===== src/rtl/tpwmc_pkg.sv =====
// Constants shared by the timer/PWM counter core
`default_nettype none
package tpwmc_pkg;
    // Register indices; the byte address on the bus is four times the index
    localparam logic [7:0] TPWMC_IDX_STATUS_CONTROL = 8'h10;
    localparam logic [7:0] TPWMC_IDX_COUNTER_HIGH   = 8'h11;
    localparam logic [7:0] TPWMC_IDX_COUNTER_LOW    = 8'h12;
    localparam logic [7:0] TPWMC_IDX_MODULO_HIGH    = 8'h13;
    localparam logic [7:0] TPWMC_IDX_MODULO_LOW     = 8'h14;
    localparam logic [7:0] TPWMC_IDX_SYSTEM_OPTION  = 8'h18;
    localparam logic [7:0] TPWMC_IDX_CHAN0_MODE     = 8'h19;
    localparam logic [7:0] TPWMC_IDX_CHAN1_MODE     = 8'h1A;
    localparam int         TPWMC_ADDR_W             = 12;
    // Status/control field positions
    localparam int TPWMC_BIT_OVF_FLAG   = 7;
    localparam int TPWMC_BIT_OVF_IRQ_EN = 6;
    localparam int TPWMC_BIT_CENTER     = 5;
    localparam int TPWMC_CLK_SRC_HI     = 4;
    localparam int TPWMC_CLK_SRC_LO     = 3;
    localparam int TPWMC_PRESCALE_HI    = 2;
    localparam int TPWMC_BIT_ROUTE_SEL  = 0;
    // Clock source codes
    localparam logic [1:0] TPWMC_CLK_NONE   = 2'h0;
    localparam logic [1:0] TPWMC_CLK_BUS    = 2'h1;
    localparam logic [1:0] TPWMC_CLK_UNUSED = 2'h2;
    localparam logic [1:0] TPWMC_CLK_XTAL   = 2'h3;
    // Channel mode codes
    localparam logic [1:0] TPWMC_MODE_GPIO    = 2'h0;
    localparam logic [1:0] TPWMC_MODE_CAPTURE = 2'h1;
    // Reset values and counter limits
    localparam logic [7:0]  TPWMC_SC_RESET  = 8'h00;
    localparam logic [15:0] TPWMC_CNT_RESET = 16'h0000;
    localparam logic [15:0] TPWMC_MOD_RESET = 16'h0000;
    localparam logic [15:0] TPWMC_CNT_MAX   = 16'hFFFF;
    localparam logic [15:0] TPWMC_CNT_ZERO  = 16'h0000;
    localparam int          TPWMC_PRE_W     = 7;
    localparam int          TPWMC_CHANNELS  = 2;
    // Crystal-derived clock rate and bus clock rate (kHz)
    localparam int TPWMC_XTAL_KHZ = 500;
    localparam int TPWMC_MCLK_KHZ = 200000;
    localparam int TPWMC_XTAL_PERIOD_CYCLES = TPWMC_MCLK_KHZ / TPWMC_XTAL_KHZ;
    // Register selector
    typedef enum logic [3:0] {
        TPWMC_SEL_NONE = 4'h0,
        TPWMC_SEL_SC   = 4'h1,
        TPWMC_SEL_CNTH = 4'h2,
        TPWMC_SEL_CNTL = 4'h3,
        TPWMC_SEL_MODH = 4'h4,
        TPWMC_SEL_MODL = 4'h5,
        TPWMC_SEL_SOPT = 4'h6,
        TPWMC_SEL_CH0  = 4'h7,
        TPWMC_SEL_CH1  = 4'h8
    } tpwmc_sel_t;
endpackage
`default_nettype wire


===== src/rtl/tpwmc_core.sv =====
// Timer/PWM counter core with APB register slave
// Functional notes
// - Clock source field picks off, bus, crystal
// - Prescaler divides by two to field power
// - Prescaler follows source sync and selector
// - Crystal clock synchronised before prescaler
// - Crystal clock used only when selected
// - Sixteen-bit free, modulo or up/down counter
// - Modulo zero or all-ones runs free
// - Counter reads never disturb counting
// - Any counter byte write clears counter
// - Up mode: flag on roll to zero
// - Center mode: flag on turn downward
// - Clear flag by read then write zero
// - Overflow mid-sequence restarts clear sequence
// - Writing one ignored; reset clears flag
// - Enable and flag request interrupt, except while only half the modulo is written
// - Center select forces up/down and PWM
// - Channels select capture, compare or PWM
// - Option bit routes channel 0 input
// - Owned pins ignore port data, direction
// - Reset: timer off, pins plain inputs
// - Counter byte read latches both bytes
// - Half modulo write suppresses overflow
`default_nettype none
module tpwmc_core
    import tpwmc_pkg::*;
(
    input  wire logic                              mclk,
    input  wire logic                              sys_rst,
    input  wire logic                              psel,
    input  wire logic                              penable,
    input  wire logic                              pwrite,
    input  wire logic [tpwmc_pkg::TPWMC_ADDR_W-1:0] paddr,
    input  wire logic [31:0]                       pwdata,
    output logic      [31:0]                       prdata,
    output logic                                   pready,
    output logic                                   pslverr,
    input  wire logic                              crystal_derived_clock,
    input  wire logic                              low_freq_oscillator,
    input  wire logic [1:0]                        pin_in,
    input  wire logic [1:0]                        gpio_data,
    input  wire logic [1:0]                        gpio_dir,
    input  wire logic [1:0]                        gpio_pullup,
    input  wire logic [1:0]                        chan_drive,
    output logic      [1:0]                        pin_out,
    output logic      [1:0]                        pin_oe_n,
    output logic      [1:0]                        pin_pullup,
    output logic      [1:0]                        chan_input,
    output logic      [3:0]                        channel_mode_select,
    output logic                                   center_aligned_pwm,
    output logic      [15:0]                       counter_value,
    output logic                                   count_tick,
    output logic                                   overflow_irq
);
    import tpwmc_pkg::*;

    typedef struct packed {
        logic        irq_en;
        logic        center;
        logic [1:0]  clk_src;
        logic [2:0]  prescale;
        logic        ovf_flag;
        logic        ovf_armed;
        logic [15:0] cnt;
        logic        cnt_down;
        logic [15:0] mod_val;
        logic        mod_pending;
        logic        mod_pend_hi;
        logic        lat_valid;
        logic        lat_hi_first;
        logic [15:0] lat_buf;
        logic [TPWMC_PRE_W-1:0] pre_cnt;
        logic        dx_s1;
        logic        dx_s2;
        logic        dx_s3;
        logic        route_sel;
        logic [3:0]  ch_mode;
        logic [31:0] rdata;
    } tpwmc_state_t;

    tpwmc_state_t st;
    tpwmc_state_t next_st;

    function automatic tpwmc_sel_t reg_decode(input logic [TPWMC_ADDR_W-1:0] a);
        tpwmc_sel_t s;
        s = TPWMC_SEL_NONE;
        if (a[1:0] == 2'h0 && a[TPWMC_ADDR_W-1:10] == 2'h0) begin
            case (a[9:2])
                TPWMC_IDX_STATUS_CONTROL: s = TPWMC_SEL_SC;
                TPWMC_IDX_COUNTER_HIGH:   s = TPWMC_SEL_CNTH;
                TPWMC_IDX_COUNTER_LOW:    s = TPWMC_SEL_CNTL;
                TPWMC_IDX_MODULO_HIGH:    s = TPWMC_SEL_MODH;
                TPWMC_IDX_MODULO_LOW:     s = TPWMC_SEL_MODL;
                TPWMC_IDX_SYSTEM_OPTION:  s = TPWMC_SEL_SOPT;
                TPWMC_IDX_CHAN0_MODE:     s = TPWMC_SEL_CH0;
                TPWMC_IDX_CHAN1_MODE:     s = TPWMC_SEL_CH1;
                default:                  s = TPWMC_SEL_NONE;
            endcase
        end
        return s;
    endfunction

    function automatic logic [TPWMC_PRE_W-1:0] prescale_mask(input logic [2:0] ps);
        logic [7:0] one_hot;
        one_hot = 8'h01 << ps;
        return TPWMC_PRE_W'(one_hot - 8'h01);
    endfunction

    tpwmc_sel_t sel;
    logic       setup_rd;
    logic       access_wr;
    logic       sc_wr;
    logic       cnt_wr;
    logic       src_tick;
    logic       pre_tick;
    logic       ovf_ev;
    logic       mod_free;
    logic [15:0] top;
    logic [1:0] pin_owned;
    logic [1:0] pin_driven;

    assign sel       = reg_decode(paddr);
    assign setup_rd  = psel && !penable && !pwrite;
    assign access_wr = psel && penable && pwrite;
    assign sc_wr     = access_wr && sel == TPWMC_SEL_SC;
    assign cnt_wr    = access_wr && (sel == TPWMC_SEL_CNTH || sel == TPWMC_SEL_CNTL);
    assign mod_free  = st.mod_val == TPWMC_CNT_ZERO || st.mod_val == TPWMC_CNT_MAX;
    assign top       = mod_free ? TPWMC_CNT_MAX : st.mod_val;

    // Source select after sync; code 10 behaves as no source
    always_comb begin
        case (st.clk_src)
            TPWMC_CLK_BUS:  src_tick = 1'b1;
            TPWMC_CLK_XTAL: src_tick = st.dx_s2 && !st.dx_s3;
            default:        src_tick = 1'b0;
        endcase
    end

    // Tick when every selected low bit of the prescaler is set
    assign pre_tick = src_tick &&
        ((st.pre_cnt & prescale_mask(st.prescale)) == prescale_mask(st.prescale));

    // Overflow event, held off while only half of the modulo is written
    always_comb begin
        ovf_ev = 1'b0;
        if (pre_tick && !cnt_wr && !st.mod_pending) begin
            if (st.center) begin
                ovf_ev = !st.cnt_down && st.cnt >= top;
            end else begin
                ovf_ev = st.cnt == top || st.cnt == TPWMC_CNT_MAX;
            end
        end
    end

    always_comb begin
        next_st = st;
        next_st.rdata = st.rdata;
        // Crystal clock synchroniser; first stage feeds only the second
        next_st.dx_s1 = crystal_derived_clock;
        next_st.dx_s2 = st.dx_s1;
        next_st.dx_s3 = st.dx_s2;
        if (src_tick) begin
            next_st.pre_cnt = st.pre_cnt + TPWMC_PRE_W'(1);
        end
        // Counter advance
        if (pre_tick) begin
            if (st.center) begin
                if (!st.cnt_down) begin
                    if (st.cnt >= top) begin
                        next_st.cnt      = top - 16'h0001;
                        next_st.cnt_down = 1'b1;
                    end else begin
                        next_st.cnt = st.cnt + 16'h0001;
                    end
                end else if (st.cnt == TPWMC_CNT_ZERO) begin
                    next_st.cnt      = 16'h0001;
                    next_st.cnt_down = 1'b0;
                end else begin
                    next_st.cnt = st.cnt - 16'h0001;
                end
            end else begin
                next_st.cnt_down = 1'b0;
                next_st.cnt      = (st.cnt == top) ? TPWMC_CNT_ZERO : st.cnt + 16'h0001;
            end
        end
        // Read side effects are taken in the setup cycle so the data matches
        if (setup_rd) begin
            case (sel)
                TPWMC_SEL_SC: begin
                    next_st.rdata = {24'h0, st.ovf_flag, st.irq_en, st.center,
                                     st.clk_src, st.prescale};
                    if (st.ovf_flag) begin
                        next_st.ovf_armed = 1'b1;
                    end
                end
                TPWMC_SEL_CNTH, TPWMC_SEL_CNTL: begin
                    // Reads only touch the latch, never the counter
                    if (st.lat_valid) begin
                        next_st.rdata = {24'h0, (sel == TPWMC_SEL_CNTH) ?
                                         st.lat_buf[15:8] : st.lat_buf[7:0]};
                        if ((sel == TPWMC_SEL_CNTH) != st.lat_hi_first) begin
                            next_st.lat_valid = 1'b0;
                        end
                    end else begin
                        next_st.rdata = {24'h0, (sel == TPWMC_SEL_CNTH) ?
                                         st.cnt[15:8] : st.cnt[7:0]};
                        next_st.lat_buf      = st.cnt;
                        next_st.lat_valid    = 1'b1;
                        next_st.lat_hi_first = sel == TPWMC_SEL_CNTH;
                    end
                end
                TPWMC_SEL_MODH: next_st.rdata = {24'h0, st.mod_val[15:8]};
                TPWMC_SEL_MODL: next_st.rdata = {24'h0, st.mod_val[7:0]};
                TPWMC_SEL_SOPT: next_st.rdata = {31'h0, st.route_sel};
                TPWMC_SEL_CH0:  next_st.rdata = {30'h0, st.ch_mode[1:0]};
                TPWMC_SEL_CH1:  next_st.rdata = {30'h0, st.ch_mode[3:2]};
                default:        next_st.rdata = 32'h0000_0000;
            endcase
        end
        // Writes take effect at the access edge
        if (access_wr) begin
            case (sel)
                TPWMC_SEL_SC: begin
                    next_st.irq_en    = pwdata[TPWMC_BIT_OVF_IRQ_EN];
                    next_st.center    = pwdata[TPWMC_BIT_CENTER];
                    next_st.clk_src   = pwdata[TPWMC_CLK_SRC_HI:TPWMC_CLK_SRC_LO];
                    next_st.prescale  = pwdata[TPWMC_PRESCALE_HI:0];
                    next_st.lat_valid = 1'b0;
                    next_st.ovf_armed = 1'b0;
                    // Writing one leaves the flag alone
                    if (st.ovf_armed && !pwdata[TPWMC_BIT_OVF_FLAG]) begin
                        next_st.ovf_flag = 1'b0;
                    end
                end
                TPWMC_SEL_CNTH, TPWMC_SEL_CNTL: begin
                    next_st.cnt       = TPWMC_CNT_RESET;
                    next_st.cnt_down  = 1'b0;
                    next_st.lat_valid = 1'b0;
                end
                TPWMC_SEL_MODH, TPWMC_SEL_MODL: begin
                    if (sel == TPWMC_SEL_MODH) begin
                        next_st.mod_val[15:8] = pwdata[7:0];
                    end else begin
                        next_st.mod_val[7:0] = pwdata[7:0];
                    end
                    // Second byte of the pair releases the overflow
                    if (st.mod_pending && st.mod_pend_hi != (sel == TPWMC_SEL_MODH)) begin
                        next_st.mod_pending = 1'b0;
                    end else begin
                        next_st.mod_pending = 1'b1;
                        next_st.mod_pend_hi = sel == TPWMC_SEL_MODH;
                    end
                end
                TPWMC_SEL_SOPT: next_st.route_sel    = pwdata[TPWMC_BIT_ROUTE_SEL];
                TPWMC_SEL_CH0:  next_st.ch_mode[1:0] = pwdata[1:0];
                TPWMC_SEL_CH1:  next_st.ch_mode[3:2] = pwdata[1:0];
                default: ;
            endcase
        end
        // A fresh overflow wins over a clear and restarts the sequence
        if (ovf_ev) begin
            next_st.ovf_flag  = 1'b1;
            next_st.ovf_armed = 1'b0;
        end
    end

    always_ff @(posedge mclk or posedge sys_rst) begin
        if (sys_rst) begin
            st              <= '0;
            st.clk_src      <= TPWMC_SC_RESET[TPWMC_CLK_SRC_HI:TPWMC_CLK_SRC_LO];
            st.cnt          <= TPWMC_CNT_RESET;
            st.mod_val      <= TPWMC_MOD_RESET;
        end else begin
            st <= next_st;
        end
    end

    // Pin ownership; channel logic sees timer enable through the source field
    for (genvar i = 0; i < TPWMC_CHANNELS; i++) begin : g_pin
        assign pin_owned[i]  = st.clk_src != TPWMC_CLK_NONE &&
                               (st.center || st.ch_mode[2*i +: 2] != TPWMC_MODE_GPIO);
        assign pin_driven[i] = pin_owned[i] &&
                               (st.center || st.ch_mode[2*i +: 2] != TPWMC_MODE_CAPTURE);
        // Port data and direction have no say over an owned pin
        assign pin_out[i]    = pin_driven[i] ? chan_drive[i] : gpio_data[i];
        assign pin_oe_n[i]   = pin_driven[i] ? 1'b0 :
                               (pin_owned[i] ? 1'b1 : !gpio_dir[i]);
        // Pull-up only on a pin that is not being driven
        assign pin_pullup[i] = gpio_pullup[i] && !pin_driven[i];
    end

    assign chan_input[0] = st.route_sel ? low_freq_oscillator : pin_in[0];
    assign chan_input[1] = pin_in[1];
    assign channel_mode_select = st.ch_mode;
    assign center_aligned_pwm  = st.center;
    assign counter_value       = st.cnt;
    assign count_tick          = pre_tick;
    assign overflow_irq        = st.ovf_flag && st.irq_en && !st.mod_pending;

    // Zero-wait slave: data was fetched in the setup cycle
    assign prdata  = st.rdata;
    assign pready  = 1'b1;
    assign pslverr = psel && penable && sel == TPWMC_SEL_NONE;
endmodule
`default_nettype wire


===== config.mk =====
export PLATFORM = sky130hd
export DESIGN_NAME = tpwmc_core
export DESIGN_NICKNAME = d
export VERILOG_FILES = /design/src/rtl/tpwmc_pkg.sv /design/src/rtl/tpwmc_core.sv
export SDC_FILE = /design/constraint.sdc
export NUM_CORES = 1
export LEC_CHECK = 0
export BUFFER_PORTS_ARGS = -buffer_cell sky130_fd_sc_hd__buf_2
export CAP_MARGIN = 10
export CORE_MARGIN = 3
export CORE_UTILIZATION = 40
export DETAILED_ROUTE_END_ITERATION = 10
export GPL_TIMING_DRIVEN = 1
export PLACE_DENSITY_LB_ADDON = 0.15
export SETUP_SLACK_MARGIN = 0.15
export SYNTH_ARGS = -nofsm -noshare
export SYNTH_HDL_FRONTEND = slang
export SYNTH_SLANG_ARGS = --single-unit
export TNS_END_PERCENT = 1

===== constraint.sdc =====
create_clock -name mclk -period 4.1 [get_ports mclk]
set_input_delay 0.82 -clock mclk [delete_from_list [all_inputs] [get_ports mclk]]
set_output_delay 0.82 -clock mclk [all_outputs]
set_load 0.005 [all_outputs]

==> results of run 1 <==
-- through the flow --
step	area (um2)	total power, mW	hold slack [ps]	util	instances
CTS	7320	1.931	354.0	0.4526	967
floorplan	6818	0.9995	331.2	-	732
detailed placement	7003	1.038	336.3	0.4330	951
finish	7340	1.918	352.3	0.4538	967
global route	7340	1.994	365.4	0.4538	967
global placement	7003	1.033	334.5	0.4330	951
-- Yosys cell counts, drive strengths merged, types with 5 or more instances --
cell type,count,share of area
mux4,8,0.027
mux2i,8,0.012
a31oi,5,0.0046
o22ai,9,0.0093
o221ai,5,0.0065
a32o,5,0.0076
o21a,6,0.0069
or3,8,0.0082
nor3,19,0.017
nor4,12,0.021
dfrtp,85,0.32
ha,22,0.041
nand4,10,0.0093
inv,20,0.011
a211oi,8,0.0097
xnor2,21,0.027
nor2b,10,0.0093
buf,81,0.090
mux2,50,0.084
o21ai,32,0.026
nand3,24,0.018
clkbuf,17,0.0097
and2,5,0.0054
xor2,13,0.017
nor2,58,0.036
nand2,51,0.030
a21o,12,0.014
and3,8,0.0082
a21oi,30,0.022
a222oi,8,0.012
-- cells in the final DEF, fill, tap and decap left out, types with 11 or more instances in the layout --
| master | instances |
|---|---|
| nor2_1 | 55 |
| nor3_1 | 16 |
| xnor2_1 | 21 |
| inv_1 | 18 |
| o21ai_0 | 23 |
| ha_1 | 22 |
| nand2_1 | 47 |
| buf_4 | 26 |
| dfrtp_1 | 82 |
| buf_2 | 74 |
| a21oi_1 | 30 |
| mux2_2 | 50 |
| xor2_1 | 13 |
| nand3_1 | 23 |
| a21o_1 | 11 |
| conb_1 | 25 |
-- worst max path at each step --
| stage | from | to | slack (ps) | depth (start not counted) |
|---|---|---|---|---|
| finish | st[104] | count_tick | 420 | 8 |
| global route | st[75] | counter_value[13] | 170 | 13 |
| CTS | st[76] | counter_value[15] | 340 | 13 |
| detailed placement | st[80] | counter_value[4] | 360 | 13 |
| global placement | st[80] | counter_value[4] | 420 | 13 |
| floorplan | st[79] | counter_value[4] | 620 | 14 |
-- power by group through the flow --
stage | Clock (mW) | Combinational [mW] | Sequential [mW]
4_1_cts | 0.908 | 0.160 | 0.862
3_3_place_gp | 0 | 0.155 | 0.878
3_5_place_dp | 0 | 0.159 | 0.879
5_1_grt | 0.949 | 0.181 | 0.864
2_1_floorplan | 0 | 0.130 | 0.869
6_report | 0.895 | 0.159 | 0.863
-- kinds of logic after synthesis --
logic type / Yosys count / synth area share
AOI/OAI and AO/OA: 157 / 0.1777
xor gates and xnor gates: 34 / 0.04424
adders and majority gates: 22 / 0.04089
buffers and inverters: 118 / 0.1110
DFF: 85 / 0.3160
muxes: 66 / 0.1223
other: 2 / 0.001116
and+or+nand+nor: 225 / 0.1868
-- state kept, by name (all words and copies together) (netlist names) --
name                 count
st                      54
center_aligned_pwm       1
counter_value           16
next_st                  2
channel_mode_select      4
prdata                   8
-- routing by layer --
layer	wire, um	up-vias	track usage
met4	456	0	0.07447
met3	1098	35	0.02860
met1	9126	2769	0.3090
met2	8759	193	0.3252
li1	-	2604	-
met5	0	-	0
-- repair_timing --
| action | 4_1_cts | 5_1_grt |
|---|---|---|
| setup endpoints to repair | 0 | 7 |
| buffers inserted | 0 | 0 |
| endpoints found under the hold margin | 0 | 0 |
| gates resized for setup | 0 | 6 |
-- critical path, delay by kind of cell (launching register included) --
kind | cells | cell delay (ps)
simple gates | 2 | 570
compound gates | 3 | 570
flops | 1 | 490
buf+inv | 2 | 550
fa+ha+maj | 1 | 290
-- cell type report --
cell class / count / area (um2)
fillers: 1566 / 8833
clock inverters: 7 / 91.34
clock buffers: 9 / 225.2
multi-input cells: 529 / 3960
repair buffers: 101 / 585.6
flip-flops and latches: 85 / 2131
inverters: 20 / 76.32
well taps: 216 / 270.3
==> results.sh, run 1 <==
export IMPL_synthArstFlopShare=1.000
export IMPL_cts_root_buf="clkbuf_16"
export IMPL_grt_usage=0.2127
export IMPL_dp_slack_ps=363.8
export IMPL_crit_fanout=30
export IMPL_synth_flop_cell="dfrtp_1"
export IMPL_power_density_mw_per_mm2=261.3
export IMPL_rsz0062_at_grt="no"
export IMPL_critPathRequiredTime_ps=3280
export IMPL_crit_path_start_kind="flop"
export IMPL_portBuffers=74
export IMPL_seq_area_frac_synth=0.3160
export IMPL_io_pins=126
export IMPL_max_cap_violations=0
export IMPL_synth_edf_count=0
export IMPL_start_util=0.4162
export IMPL_htree_num_levels=3
export IMPL_tightest_slew_ps=929.6
export IMPL_hp_start="next_st[38]"
export IMPL_setup_ws_ps=424.4
export IMPL_finalCriticalPeriod_ps=3676
export IMPL_synthDistinctLibCells=87
export IMPL_via_per_inst=5.792
export IMPL_r2r_end="counter_value[15]"
export IMPL_hold_viol_final=0
export IMPL_hpwl_um=14610
export IMPL_setup_violations=0
export IMPL_routed_wl_um=19440
export IMPL_hold_class="flop to flop"
export IMPL_arrival_ps=2860
export IMPL_cts_tree="done"
export IMPL_nets=829
export IMPL_irDropWorstVdd_uv=197.0
export IMPL_grt_max_degree=46
export IMPL_p_clk_frac=0.467
export IMPL_pwr_share_seq=0.450
export IMPL_area_growth_pct=9.033
export IMPL_relSlewSlack=0.3780
export IMPL_power_switching_uw=521.4
export IMPL_synth_avg_cell_area_um2=9.494
export IMPL_cts_buffers=9
export IMPL_critical_path_class="flop to primary output"
export IMPL_finalClockSkew_ps=9.737
export IMPL_clk_latency_ps=360
export IMPL_whs_endpoint="next_st[37]"
export IMPL_antenna_left=0
export IMPL_ys_warn_count=0
export IMPL_synth_cell_area_mm2=0.006731
export IMPL_rr_startpoint="st[80]"
export IMPL_p_sw_frac=0.2719
export IMPL_cts_hold_buf=0
export IMPL_die_x_um=135.7
export IMPL_clock_sinks=85
export IMPL_whs_path_depth=0
export IMPL_reg2reg_depth=13
export IMPL_core_mm2=0.01617
export IMPL_place_congestion=0.9373
export IMPL_finalMaxSlewViolations=0
export IMPL_first_pass_iters=7
export IMPL_drc=0
export IMPL_slowest_delay_ps=490
export IMPL_antennaDiodeCount=0
export IMPL_synth_seq_cells=85
export IMPL_num_rows=46
export IMPL_clkTransAtPathRegs_ps=70
export IMPL_max_freq_mhz=272.1
export IMPL_synth_cells=709
export IMPL_wl_per_cell_um=20.10
export IMPL_leakagePower_nw=3.376
export IMPL_run_status="finished, final reports clean"
export IMPL_cp_slowest_cell="dfrtp_1"
export IMPL_vias=5601
export IMPL_layout_drive_gt1_share=0.2983
export IMPL_combPwrFrac=0.083
export IMPL_die_area_mm2=0.01842
export IMPL_die_y_um=135.7
export IMPL_grt_pass1_vias=5421
export IMPL_antenna_found_initial=0
export IMPL_tns_ps=0
export IMPL_grt_pass1_wl_um=30500
export IMPL_r2r_setup_slack_ps=440
export IMPL_cts_buffer_depth=2
export IMPL_crit_path_end_kind="primary output"
export IMPL_grt_overflow=0
export IMPL_internal_power_mw=1.396
export IMPL_fin_crit_sh=0.8965
export IMPL_drtIter0Drc=539
export IMPL_crit_path_cell_trace="or3_1 -> ha_1 -> nor2b_1 -> o21ai_0 -> a21oi_1 -> a2111oi_4 -> buf_4 -> buf_2"
Power figures use the tool's default switching activity.
==> run 2, diff against run 1 <==
- RECOVER_POWER: default -> 25
==> results.sh, run 2 (synthesis results as in run 1) <==
export IMPL_run_status="finished, violations left"
export IMPL_violations="capacitance limit, slew limit"
export IMPL_finalClockSkew_ps=11.74
export IMPL_irDropWorstVdd_uv=196.6
export IMPL_setup_worst_path_start="st[104]"
export IMPL_cts_tree="done"
export IMPL_nets=829
export IMPL_max_cap_violations=1
export IMPL_tns_ps=0
export IMPL_cts_hold_buf=0
export IMPL_p_sw_frac=0.2722
export IMPL_clk_latency_ps=360
export IMPL_holdWs_ps=351.2
export IMPL_rsz0062_at_grt="no"
export IMPL_place_congestion=0.9373
export IMPL_vias=5603
export IMPL_fin_crit_sh=0.8962
export IMPL_layout_drive_gt1_share=0.2956
export IMPL_hold_viol_final=0
export IMPL_crit_path_end_kind="primary output"
export IMPL_grt_usage=0.2127
export IMPL_num_rows=46
export IMPL_cts_buffer_depth=2
export IMPL_hold_class="flop to flop"
export IMPL_p_clk_frac=0.467
export IMPL_grt_max_degree=46
export IMPL_core_mm2=0.01617
export IMPL_rr_startpoint="st[80]"
export IMPL_start_util=0.4162
export IMPL_antennaDiodeCount=0
export IMPL_r2r_end="counter_value[15]"
export IMPL_max_freq_mhz=272.2
export IMPL_hpwl_um=14610
export IMPL_area_growth_pct=8.922
export IMPL_pwr_share_seq=0.450
export IMPL_drc=0
export IMPL_crit_path_start_kind="flop"
export IMPL_mostFrequentLayoutCells="dfrtp_1 (82), buf_2 (74), nor2_1 (55), mux2_2 (50), nand2_1 (47)"
export IMPL_critPathRequiredTime_ps=3280
export IMPL_cts_root_buf="clkbuf_16"
export IMPL_setup_violations=0
export IMPL_finalMaxSlewViolations=46
export IMPL_utilization=0.4534
export IMPL_leakagePower_nw=3.367
export IMPL_antenna_left=0
export IMPL_r2r_setup_slack_ps=450
export IMPL_cts_buffers=9
export IMPL_die_area_mm2=0.01842
export IMPL_relSlewSlack=-0.2970
export IMPL_routed_wl_um=19470
export IMPL_crit_end="count_tick"
export IMPL_clock_sinks=85
export IMPL_top_register="st"
export IMPL_grt_pass1_vias=5421
export IMPL_tightest_slew_ps=1935
export IMPL_grt_overflow=0
export IMPL_arrival_ps=2850
export IMPL_crit_fanout=30
export IMPL_io_pins=126
export IMPL_largest_register_ffs=54
export IMPL_grt_pass1_wl_um=30500
export IMPL_clkTransAtPathRegs_ps=80
export IMPL_die_x_um=135.7
export IMPL_critical_path_class="flop to primary output"
export IMPL_via_per_inst=5.794
export IMPL_first_pass_iters=5
export IMPL_die_y_um=135.7
export IMPL_antenna_found_initial=0
export IMPL_power_density_mw_per_mm2=261.6
export IMPL_wl_per_cell_um=20.14
export IMPL_htree_num_levels=3
export IMPL_reg2reg_depth=13
export IMPL_internal_power_mw=1.396
export IMPL_layout_commonest_cell="dfrtp_1"
export IMPL_finalCriticalPeriod_ps=3674
export IMPL_power_switching_uw=522.0
export IMPL_drtIter0Drc=540
export IMPL_combPwrFrac=0.083
export IMPL_portBuffers=74
## run 2: changes by cell type in the layout (fill, tap and decap cells not counted), sizes merged
| cell | change |
|---|---|
| clkinv | -1 |
| clkbuf | +1 |
| clkinvlp | +1 |
| buf | -1 |
## run 2: worst max-delay path: stages (launching register included)
cell and delay [ps]:
dfrtp_1 490, or3_1 410, ha_1 290, nor2b_1 160, o21ai_0 150, a21oi_1 110
a2111oi_4 310, buf_4 370, buf_2 180
## run 2: worst min path at each step
| stage | from | to | slack, ps | cells after the start |
|---|---|---|---|---|
| after CTS | next_st[38] | next_st[37] | 350 | 0 |
| final | next_st[38] | next_st[37] | 350 | 0 |
| after global placement | next_st[38] | next_st[37] | 330 | 0 |
| after detailed placement | next_st[38] | next_st[37] | 340 | 0 |
| after global routing | next_st[38] | next_st[37] | 370 | 0 |
| after floorplan | next_st[38] | next_st[37] | 330 | 0 |
## run 2: power by group through the flow
| stage | logic [mW] | clock network (mW) | registers [mW] |
|---|---|---|---|
| after floorplan | 0.130 | 0 | 0.869 |
| final | 0.159 | 0.896 | 0.863 |
| after global placement | 0.155 | 0 | 0.878 |
| after detailed placement | 0.159 | 0 | 0.879 |
| after CTS | 0.160 | 0.908 | 0.862 |
| after global routing | 0.180 | 0.949 | 0.864 |
## run 2: area by class of cell
class                      count  area, um2
sequential                    85       2131
timing repair buffer         101      581.8
clock inverter                 7      91.34
inverter                      20      76.32
multi-input combinational    529       3956
clock buffer                   9      225.2
tap                          216      270.3
fill                        1570       8841
## run 2: per-stage QoR
stage          worst slack, ps  instance area [um2]  power [mW]  instances
6_report                 425.7                 7332       1.918        967
5_1_grt                  169.1                 7332       1.994        967
4_1_cts                  343.4                 7320       1.931        967
3_5_place_dp             363.8                 7003       1.038        951
3_3_place_gp             419.1                 7003       1.033        951
2_1_floorplan            620.6                 6818      0.9995        732
## run 2: timing repair
action                                  in CTS  in global routing
gates resized for setup                      0                  6
setup buffers                                0                  0
endpoints found under the setup margin       0                  7
## run 2: per-layer routing
metal  global-route usage  part of all wire  routed length (um)
met1               0.3090              0.47                9150
met4              0.07447             0.023                 456
met5                    0                 0                   0
met3              0.02860             0.057                1114
met2               0.3252              0.45                8749
==> run 3, diff against run 2 <==
- PLACE_DENSITY_LB_ADDON: 0.15 -> 0.08
==> results.sh, run 3 (synthesis results as in run 1) <==
export IMPL_run_status="finished, final reports clean"
export IMPL_hold_class="flop to flop"
export IMPL_setup_violations=0
export IMPL_cts_buffers=9
export IMPL_max_cap_violations=0
export IMPL_critical_path_class="flop to flop"
export IMPL_clk_latency_ps=340
export IMPL_finalCriticalPeriod_ps=3703
export IMPL_finalMaxSlewViolations=0
export IMPL_clock_sinks=85
export IMPL_rsz0062_at_grt="no"
export IMPL_seq_area_mm2=0.002131
export IMPL_die_y_um=135.7
export IMPL_grt_pass1_wl_um=30500
export IMPL_vias=5555
export IMPL_crit_fanout=16
export IMPL_cts_root_buf="clkbuf_16"
export IMPL_total_power_mw=1.921
export IMPL_nets=830
export IMPL_crit_path_cell_trace="nor3_1 -> and3_4 -> a21o_4 -> or2_2 -> ha_1 -> nor2b_1 -> o21ai_0 -> nand2_1 -> o221a_4 -> o21ai_4 -> o21ai_1 -> a221oi_1 -> o22ai_1"
export IMPL_fin_crit_sh=0.9032
export IMPL_relSlewSlack=0.1290
export IMPL_num_rows=46
export IMPL_power_density_mw_per_mm2=261.6
export IMPL_cts_buffer_depth=2
export IMPL_clkTransAtPathRegs_ps=60
export IMPL_drtIter0Drc=506
export IMPL_leakagePower_nw=3.382
export IMPL_first_pass_iters=5
export IMPL_wl_per_cell_um=20.38
export IMPL_slowest_delay_ps=550
export IMPL_layout_drive_gt1_share=0.2939
export IMPL_io_pins=126
export IMPL_grt_overflow=0
export IMPL_antennaDiodeCount=0
export IMPL_die_x_um=135.7
export IMPL_hpwl_um=14900
export IMPL_drc=0
export IMPL_top_register="st"
export IMPL_grt_pass1_vias=5301
export IMPL_max_freq_mhz=270.0
export IMPL_arrival_ps=3910
export IMPL_nFillCells=1582
export IMPL_start_util=0.4162
export IMPL_finalClockSkew_ps=7.813
export IMPL_mostFrequentLayoutCells="dfrtp_1 (82), buf_2 (74), nor2_1 (55), mux2_2 (50), nand2_1 (47)"
export IMPL_area_growth_pct=9.108
export IMPL_cts_tree="done"
export IMPL_via_per_inst=5.739
export IMPL_routed_wl_um=19730
export IMPL_cts_hold_buf=0
export IMPL_irDropWorstVdd_uv=188.6
export IMPL_crit_path_end_kind="flop"
export IMPL_layout_commonest_cell="dfrtp_1"
export IMPL_antenna_found_initial=0
export IMPL_htree_num_levels=3
export IMPL_portBuffers=74
export IMPL_critPathRequiredTime_ps=4310
export IMPL_core_mm2=0.01617
export IMPL_place_congestion=0.9122
export IMPL_grt_max_degree=39
export IMPL_multiInputGateArea_mm2=0.003951
export IMPL_largest_register_ffs=54
export IMPL_die_area_mm2=0.01842
export IMPL_tightest_slew_ps=1299
export IMPL_cp_slowest_cell="dfrtp_1"
export IMPL_tns_ps=0
export IMPL_crit_path_start_kind="flop"
export IMPL_grt_usage=0.2147
export IMPL_hold_viol_final=0
export IMPL_antenna_left=0
## run 3: layer usage
layer  wire [um]  global-route usage  vias up
li1            -                   -     2596
met1        9293              0.3141     2731
met2        8824              0.3230      199
met3        1246             0.04309       29
met4         368             0.05935        0
met5           0                   0        -
## run 3: layout make-up
class | instances | share of cell area
clock buffers | 12 | 0.03492
clock inverters | 4 | 0.009540
inverters | 20 | 0.01039
multi-input cells | 529 | 0.5380
flip-flops and latches | 85 | 0.2901
well taps | 216 | 0.03680
repair buffers | 102 | 0.08024
## run 3: stage by stage
| stage | cells | cell area (um2) | worst slack (ps) | hold WS [ps] | util |
|---|---|---|---|---|---|
| 2_1_floorplan | 732 | 6818 | 620.6 | 331.2 | - |
| 3_3_place_gp | 952 | 7010 | 348.2 | 334.8 | 0.4335 |
| 3_5_place_dp | 952 | 7010 | 328.9 | 341.2 | 0.4335 |
| 4_1_cts | 968 | 7337 | 312.0 | 355.7 | 0.4537 |
| 5_1_grt | 968 | 7345 | 163.3 | 367.7 | 0.4541 |
| 6_report | 968 | 7345 | 396.8 | 352.5 | 0.4541 |
## run 3: final timing paths
path	from	to	slack, ps	depth (start not counted)
max	st[74]	counter_value[13]	400	13
max in group asynchronous	sys_rst	counter_value[15]	1810	3
min in group asynchronous	sys_rst	st[44]	750	2
min reg2reg	next_st[38]	next_st[37]	350	0
min	next_st[38]	next_st[37]	350	0
max reg2reg	st[74]	counter_value[13]	400	13
## run 3: report_power, final
group	internal [mW]	switching [mW]	total [mW]	leakage (nW)
Sequential	0.846	0.0176	0.864	1.15
Clock	0.565	0.333	0.899	0.163
Combinational	0.0624	0.0964	0.159	2.07
Total	1.47	0.447	1.92	3.38
## run 3: worst max-delay path: cells and delay by family, from the launching register on
kind / cells / cell delay [ps]
flops: 1 / 550
compound gates: 7 / 1890
simple gates: 5 / 810
fa+ha+maj: 1 / 300
## run 3: what timing repair did
action,CTS,global route
setup endpoints to repair,0,7
setup buffers,0,0
gates resized for setup,0,5
